**src/verilog/lepc_pkg.sv**
```systemverilog
// Constants shared by the energy-sense power control block.
// Assumes a 125 MHz system clock and a management port that reaches register 0x1d.
package lepc_pkg;

  // Register address and field positions.
  localparam logic [4:0] REG_ENERGY_SENSE_CONTROL = 5'h1d;
  localparam int         BIT_ENABLE              = 15;
  localparam int         BIT_AUTO_WAKE           = 14;
  localparam int         BIT_AUTO_SLEEP          = 13;
  localparam int         BIT_MANUAL_TOGGLE       = 12;
  localparam int         BIT_BURST_DISABLE       = 11;
  localparam int         BIT_POWER_STATE         = 10;
  localparam int         BIT_ERR_MET             = 9;
  localparam int         BIT_DATA_MET            = 8;
  localparam int         ERR_THR_LSB             = 4;
  localparam int         DATA_THR_LSB            = 0;

  // Reset values.
  localparam logic [3:0] THRESHOLD_RESET  = 4'h1;
  localparam logic       AUTO_WAKE_RESET  = 1'b1;
  localparam logic       AUTO_SLEEP_RESET = 1'b1;

  // Pulse burst length.
  localparam logic [2:0] BURST_PULSES = 3'h4;

  // Inactivity timeout: 2 s at 125 MHz.
  localparam longint CLK_HZ           = 125000000;
  localparam longint TIMEOUT_MS       = 2000;
  localparam longint TIMEOUT_CYCLES   = (TIMEOUT_MS * CLK_HZ) / 1000;

  // Power sequencer states, one-hot.
  typedef enum logic [3:0] {
    LEPC_DOWN     = 4'h1,
    LEPC_WAKING   = 4'h2,
    LEPC_UP       = 4'h4,
    LEPC_SLEEPING = 4'h8
  } lepc_state_t;

endpackage : lepc_pkg

```
**src/verilog/lepc_pulse_gen.sv**
```systemverilog
// Pulse generator for energy-sense data pulses sent when the line driver powers up.
// Assumes a one-cycle start pulse from the sequencer in the same clock domain.
`timescale 1ns/1ps
module lepc_pulse_gen (
  // Clock and reset.
  input  wire logic clk_sys,
  input  wire logic arst_n,
  // Control.
  input  wire logic start,
  input  wire logic single,
  // Output.
  output logic      pulse_out,
  output logic      busy
);

  typedef struct packed {
    logic [2:0] left;
    logic       phase;
    logic       pulse;
  } lepc_pg_t;

  lepc_pg_t st;
  lepc_pg_t next_st;

  // Pulses alternate with idle cycles so each one is distinct on the line.
  always_comb begin
    next_st = st;
    next_st.pulse = 1'b0;
    if (start) begin
      next_st.left  = single ? 3'h1 : lepc_pkg::BURST_PULSES;
      next_st.phase = 1'b0;
    end else if (st.left != 3'h0) begin
      if (!st.phase) begin
        next_st.pulse = 1'b1;
        next_st.left  = st.left - 3'h1;
      end
      next_st.phase = ~st.phase;
    end
  end

  // State register.
  always_ff @(posedge clk_sys or negedge arst_n) begin
    if (!arst_n) begin
      st <= '0;
    end else begin
      st <= next_st;
    end
  end

  assign pulse_out = st.pulse;
  assign busy      = (st.left != 3'h0);

endmodule : lepc_pulse_gen

```
**src/verilog/lepc_line_energy_power_control.sv**
```systemverilog
// Energy-sense power control: event counting, thresholds, power sequencer and control register.
// Assumes event inputs are one-cycle pulses synchronous to clk_sys and a simple
// management register port (address, write strobe, read strobe) driven by the serial interface.
//
// Behaviour
// - Energy-sense management acts only while the enable bit is set; resets to 0.
// - With auto wake set, reaching the activity threshold starts power up; resets to 1.
// - With auto sleep set, silence on the line starts power down; resets to 1.
// - Writing 1 to manual toggle changes power state regardless; bit self-clears.
// - On driver power-up send four pulses, or one when burst is disabled.
// - Read-only power state bit reads 1 when up, 0 when down.
// - Error threshold flag sets on error count met, no action, clears on read.
// - Activity flag sets when data count meets threshold, clears on read.
// - Error threshold is writable bits 7:4, reset 0001.
// - Activity threshold is writable bits 3:0, reset 0001.
// - Event counters clear after about 2 seconds without a data event.
`timescale 1ns/1ps
module lepc_line_energy_power_control #(
  parameter longint TIMEOUT_CYCLES = lepc_pkg::TIMEOUT_CYCLES,
  parameter int     TIMER_WIDTH    = 28
) (
  // Clock and reset.
  input  wire logic        clk_sys,
  input  wire logic        arst_n,
  // Management register port.
  input  wire logic [4:0]  reg_addr,
  input  wire logic        reg_wr,
  input  wire logic [15:0] reg_wdata,
  input  wire logic        reg_rd,
  output logic [15:0]      reg_rdata,
  // Line events from the analog sense path.
  input  wire logic        data_event,
  input  wire logic        error_event,
  input  wire logic        energy_present,
  // Power control toward the line driver.
  output logic             line_driver_power,
  output logic             sense_pulse
);

  typedef struct packed {
    logic                    enable;
    logic                    auto_wake;
    logic                    auto_sleep;
    logic                    manual;
    logic                    burst_dis;
    logic                    err_met;
    logic                    data_met;
    logic [3:0]              err_thr;
    logic [3:0]              data_thr;
    logic [3:0]              data_cnt;
    logic [3:0]              err_cnt;
    logic [TIMER_WIDTH-1:0]  timer;
    lepc_pkg::lepc_state_t   state;
    logic                    drv_on;
    logic                    pulse_start;
    logic [15:0]             rdata;
  } lepc_regs_t;

  lepc_regs_t r;
  lepc_regs_t next_r;

  logic pulse_out;

  localparam logic [TIMER_WIDTH-1:0] TIMER_LAST = TIMER_WIDTH'(TIMEOUT_CYCLES - 1);

  // Saturating four-bit increment shared by both event counters.
  function automatic logic [3:0] sat_inc(input logic [3:0] v);
    sat_inc = (v == 4'hf) ? v : v + 4'h1;
  endfunction : sat_inc

  // Register image as software reads it.
  function automatic logic [15:0] image(input lepc_regs_t s);
    logic [15:0] w;
    w = 16'h0000;
    w[lepc_pkg::BIT_ENABLE]        = s.enable;
    w[lepc_pkg::BIT_AUTO_WAKE]     = s.auto_wake;
    w[lepc_pkg::BIT_AUTO_SLEEP]    = s.auto_sleep;
    w[lepc_pkg::BIT_MANUAL_TOGGLE] = s.manual;
    w[lepc_pkg::BIT_BURST_DISABLE] = s.burst_dis;
    w[lepc_pkg::BIT_POWER_STATE]   = (s.state == lepc_pkg::LEPC_UP) ||
                                     (s.state == lepc_pkg::LEPC_SLEEPING);
    w[lepc_pkg::BIT_ERR_MET]       = s.err_met;
    w[lepc_pkg::BIT_DATA_MET]      = s.data_met;
    w[lepc_pkg::ERR_THR_LSB +: 4]  = s.err_thr;
    w[lepc_pkg::DATA_THR_LSB +: 4] = s.data_thr;
    image = w;
  endfunction : image

  // Whole-block next-state logic.
  always_comb begin
    logic hit;
    logic data_reached;
    logic err_reached;
    logic go_toggle;
    hit          = (reg_addr == lepc_pkg::REG_ENERGY_SENSE_CONTROL);
    data_reached = 1'b0;
    err_reached  = 1'b0;
    go_toggle    = r.enable && r.manual;
    next_r       = r;
    next_r.pulse_start = 1'b0;

    // Read data is captured so the output comes from a flop; the read clears the sticky flags.
    if (reg_rd && hit) begin
      next_r.rdata = image(r);
    end else if (reg_rd) begin
      next_r.rdata = 16'h0000;
    end
    if (reg_rd && hit) begin
      next_r.err_met  = 1'b0;
      next_r.data_met = 1'b0;
    end

    // Manual toggle is consumed one cycle after it is written.
    next_r.manual = 1'b0;

    // Software writes; read-only bits ignore what is written there, and the self-clearing manual toggle takes the written value.
    if (reg_wr && hit) begin
      next_r.enable     = reg_wdata[lepc_pkg::BIT_ENABLE];
      next_r.auto_wake  = reg_wdata[lepc_pkg::BIT_AUTO_WAKE];
      next_r.auto_sleep = reg_wdata[lepc_pkg::BIT_AUTO_SLEEP];
      next_r.manual     = reg_wdata[lepc_pkg::BIT_MANUAL_TOGGLE];
      next_r.burst_dis  = reg_wdata[lepc_pkg::BIT_BURST_DISABLE];
      next_r.err_thr    = reg_wdata[lepc_pkg::ERR_THR_LSB +: 4];
      next_r.data_thr   = reg_wdata[lepc_pkg::DATA_THR_LSB +: 4];
    end

    // Event counters and inactivity timer only run while the function is enabled.
    if (r.enable) begin
      if (data_event) begin
        next_r.data_cnt = sat_inc(r.data_cnt);
        next_r.timer    = '0;
      end else if (r.timer == TIMER_LAST) begin
        next_r.data_cnt = 4'h0;
        next_r.err_cnt  = 4'h0;
        next_r.timer    = '0;
      end else begin
        next_r.timer = r.timer + TIMER_WIDTH'(1);
      end
      if (error_event) begin
        next_r.err_cnt = sat_inc(r.err_cnt);
      end
      // Flags set only on the event that meets the threshold, so a read can clear them while the count stays.
      data_reached = data_event && (next_r.data_cnt >= r.data_thr) && (next_r.data_cnt != 4'h0);
      err_reached  = error_event && (next_r.err_cnt >= r.err_thr) && (next_r.err_cnt != 4'h0);
      // Setting wins over a clear by read in the same cycle.
      if (data_reached) begin
        next_r.data_met = 1'b1;
      end
      if (err_reached) begin
        next_r.err_met = 1'b1;
      end
    end else begin
      next_r.data_cnt = 4'h0;
      next_r.err_cnt  = 4'h0;
      next_r.timer    = '0;
    end

    // Power sequencer; the waking and sleeping states let the driver settle for one cycle.
    case (r.state)
      lepc_pkg::LEPC_DOWN: begin
        if (go_toggle || (r.enable && r.auto_wake && data_reached)) begin
          next_r.state       = lepc_pkg::LEPC_WAKING;
          next_r.pulse_start = 1'b1;
          next_r.data_cnt    = 4'h0;
        end
      end
      lepc_pkg::LEPC_WAKING: begin
        next_r.state = lepc_pkg::LEPC_UP;
      end
      lepc_pkg::LEPC_UP: begin
        if (go_toggle || (r.enable && r.auto_sleep && !energy_present)) begin
          next_r.state = lepc_pkg::LEPC_SLEEPING;
        end
      end
      lepc_pkg::LEPC_SLEEPING: begin
        next_r.state = lepc_pkg::LEPC_DOWN;
      end
      default: begin
        next_r.state = lepc_pkg::LEPC_DOWN;
      end
    endcase
    // Disabling returns the sequencer to its idle, powered-up state.
    if (!r.enable) begin
      next_r.state = lepc_pkg::LEPC_UP;
    end
    // Driver power is registered from the next state so the pin comes straight from a flop.
    next_r.drv_on = (next_r.state == lepc_pkg::LEPC_UP) || (next_r.state == lepc_pkg::LEPC_WAKING);
  end

  // State register; controls take their documented reset values.
  always_ff @(posedge clk_sys or negedge arst_n) begin
    if (!arst_n) begin
      r            <= '0;
      r.auto_wake  <= lepc_pkg::AUTO_WAKE_RESET;
      r.auto_sleep <= lepc_pkg::AUTO_SLEEP_RESET;
      r.err_thr    <= lepc_pkg::THRESHOLD_RESET;
      r.data_thr   <= lepc_pkg::THRESHOLD_RESET;
      r.state      <= lepc_pkg::LEPC_UP;
      r.drv_on     <= 1'b1;
    end else begin
      r <= next_r;
    end
  end

  // Pulse burst toward the line driver.
  lepc_pulse_gen u_pulse (
    .clk_sys   (clk_sys),
    .arst_n    (arst_n),
    .start     (r.pulse_start),
    .single    (r.burst_dis),
    .pulse_out (pulse_out),
    .busy      ()
  );

  // Outputs come straight from flops.
  assign reg_rdata         = r.rdata;
  assign line_driver_power = r.drv_on;
  assign sense_pulse       = pulse_out;

endmodule : lepc_line_energy_power_control

```
**config.mk**
```make
export PLATFORM = sky130hd
export DESIGN_NAME = lepc_line_energy_power_control
export DESIGN_NICKNAME = d
export VERILOG_FILES = /design/src/verilog/lepc_pkg.sv /design/src/verilog/lepc_pulse_gen.sv /design/src/verilog/lepc_line_energy_power_control.sv
export SDC_FILE = /design/constraint.sdc
export NUM_CORES = 1
export LEC_CHECK = 0
export ABC_AREA = 1
export BUFFER_PORTS_ARGS = -buffer_cell sky130_fd_sc_hd__buf_2
export CAP_MARGIN = 20
export CORE_MARGIN = 5
export CORE_UTILIZATION = 35
export CTS_BUF_LIST = sky130_fd_sc_hd__clkbuf_2
export DETAILED_ROUTE_END_ITERATION = 12
export GPL_ROUTABILITY_DRIVEN = 0
export PLACE_DENSITY = 0.59
export SYNTH_ARGS = -nofsm -noshare
export SYNTH_HDL_FRONTEND = slang
export SYNTH_SLANG_ARGS = --single-unit
```
**constraint.sdc**
```tcl
create_clock -name clk_sys -period 3.21 [get_ports clk_sys]
set_input_delay 0.321 -clock clk_sys [delete_from_list [all_inputs] [get_ports clk_sys]]
set_output_delay 0.321 -clock clk_sys [all_outputs]
set_load 0.02 [all_outputs]
```
==> results.sh <==
export IMPL_status="completed"
export IMPL_relSlewSlack_pct=41.0
export IMPL_routedWlPerCell_um=12.0
export IMPL_htreeDepth=3
export IMPL_area_growth_pct=12.1
export IMPL_drt_pass1_iterations=4
export IMPL_max_stage_delay_ps=490
export IMPL_root_buffer="clkbuf_2"
export IMPL_layout_commonest_cell="nand2_1"
export IMPL_synth_seq_cells=78
export IMPL_worst_setup_path_start_kind="flip-flop"
export IMPL_vdd_ir_drop_max_v=0.000279
export IMPL_drtIter0Drc=229
export IMPL_drc_errors=0
export IMPL_pre_cts_ws_ps=552
export IMPL_hold_viol=0
export IMPL_synth_area_per_cell_um2=7.63
export IMPL_clk_path_buf_depth=2
export IMPL_worstSetupEndpointType="flip-flop"
export IMPL_ys_types=37
export IMPL_cellPowerDensity_nw_per_um2=508
export IMPL_grt_usage_pct=13.9
export IMPL_diodes=0
export IMPL_fin_skew_ps=35.3
export IMPL_period_needed_ps=2680
export IMPL_core_area_um2=12500
export IMPL_syn_nets=619
export IMPL_grt_pass1_wl_um=17000
export IMPL_cts_tree="yes"
export IMPL_synth_largest_area_cell="dfrtp_1"
export IMPL_hold_path_class="in2reg"
export IMPL_criticalPathCategory="reg2reg"
export IMPL_worstPathMaxFanout=7
export IMPL_cts_inserted_buffers=9
export IMPL_die_y_um=122
export IMPL_grt_pass1_vias=3757
export IMPL_crit_chain="ha_1, nand2_2, nor2_4, nand4_1, nor2_1, nand3_1, nand2_1, inv_1, ha_1, inv_1, o21bai_1, nand2_1, nand3_1, nand2_1, inv_1, nand3_1, nand2_2, nand2_1, nand2_1"
export IMPL_slew_viol_final=0
export IMPL_postRouteAntennaNets=0
export IMPL_syn_area_um2=4410
export IMPL_post_dp_hpwl_um=7020
export IMPL_final_cell_mix="110 x nand2_1, 100 x inv_1, 91 x nor2_1"
export IMPL_totalWireLength_um=9590
export IMPL_finalSetupTns_ps=0
export IMPL_cp_common_cell="nand2_1"
export IMPL_row_count=41
export IMPL_worst_ep_required_time_ps=3720
export IMPL_insertion_delay_ps=540
export IMPL_drive_gt1_share_pct=14.4
export IMPL_initial_core_util_pct=35.4
export IMPL_setup_viol=0
export IMPL_maxCapViolCount=0
export IMPL_crit_buf_inv=3
export IMPL_worst_pin_slew_ps=883
export IMPL_clock_sinks=78
export IMPL_yosysTopAreaCellShare_pct=40.9
export IMPL_seq_area_frac_synth_pct=44.5
export IMPL_grt_overflow=0
export IMPL_crit_family="simple AND/OR/NAND/NOR gates"
export IMPL_fillers=1303
export IMPL_final_nets=662
export IMPL_die_area_um2=14900
export IMPL_critPathArrivalTime_ps=3190
export IMPL_min_period_over_period_pct=83.5
export IMPL_synth_warnings=0
export IMPL_rsz0062_at_grt="false"
export IMPL_grt_max_degree=79
export IMPL_vias=3691
export IMPL_port_buffers=42
export IMPL_antenna_found_initial=0
export IMPL_path_clk_slew_ps=220
export IMPL_crit_path_top_delay_cell="dfrtp_1"
export IMPL_fin_ws_ps=531
export IMPL_synth_area_leaders="dfrtp_1 41%, nand2_1 9.4%, inv_1 8.5%"
export IMPL_routed_via_density=4.63
export IMPL_leakage_nw=2.43
export IMPL_syn_inst=578
export IMPL_pin_count=46
export IMPL_max_freq_mhz=373
export IMPL_die_width_um=122
[metal layers]
layer,GRT usage (%),share of wire (%)
met1,18.4,47
met2,22.5,47
met3,3.82,4.7
met4,3.99,1.4
met5,0,0
[per-stage QoR]
stage                     cell area (um2)  std cells  hold slack, ps  utilization (%)  power (mW)
after floorplan                      4410        578            25.4                -        1.79
after global placement               4670        767             468             37.5        1.95
after global routing                 4940        798            13.5             39.6        2.74
after CTS                            4920        797            9.01             39.5        2.55
final                                4940        798            80.7             39.6        2.51
after detailed placement             4670        767             479             37.5        1.98
[area by class of cell]
type | instances | area (um2) | share of cell area, %
Sequential cell | 78 | 1960 | 39.6
Inverter | 102 | 383 | 7.75
Tap cell | 172 | 215 | 4.35
Clock inverter | 5 | 57.6 | 1.16
Multi-Input combinational cell | 373 | 1900 | 38.4
Timing Repair Buffer | 57 | 373 | 7.54
Clock buffer | 11 | 55.1 | 1.11
[worst paths after layout]
kind	start	to	slack (ps)	cells past startpoint
max in group asynchronous	arst_n	r[70]	2300	3
min in group asynchronous	arst_n	r[26]	250	2
worst max-delay path	r[22]	line_driver_power	530	19
worst min register to register	r[71]	r[71]	510	2
worst min-delay path	energy_present	r[21]	80	4
worst max register to register	r[22]	line_driver_power	530	19
[state kept, by name, indices dropped and copies added (netlist names)]
register	flops
r	56
line_driver_power	1
u_pulse.st	4
reg_rdata	16
u_pulse.pulse_out	1
[logic make-up (layout without fill, tap and decap cells)]
group | after synthesis | after routing | synth area share [%]
buffers and inverters | 127 | 175 | 12.5
adder cells (fa/ha/maj) | 13 | 13 | 3.69
AO/OA/AOI/OAI | 67 | 67 | 8.83
flip-flops | 78 | 78 | 44.5
AND/OR/NAND/NOR | 287 | 287 | 29.4
XOR/XNOR | 6 | 6 | 1.19
[tightest hold or removal path: stages]
cell and delay [ps]:
buf_2 80, o31ai_1 90, nand4_1 80, inv_1 40
[synth_stat cells, drive strengths merged]
library cell  number
nand2            117
inv              102
nor2              97
dfrtp             72
nand3             30
a21oi             27
nor3              23
buf               19
o22ai             16
nand4             15
ha                13
o21ai             11
clkbuf             6
dfstp              6
xor2               6
a31oi              3
o21bai             3
a21o               2
nor3b              2
o211ai             2
a22o               1
and3               1
nand3b             1
nor4               1
o21a               1
o31ai              1
[power by group]
part           total [mW]  internal [mW]  switching (mW)
Combinational       0.728          0.277           0.451
Clock               0.541          0.188           0.353
Sequential           1.24           1.14           0.105
[what timing repair did]
item                                   CTS  global route
hold buffers                            14             0
endpoints found under the hold margin   85             0
setup buffers                            0             0
resized for setup                        0             0
Power figures use the tool's default switching activity.
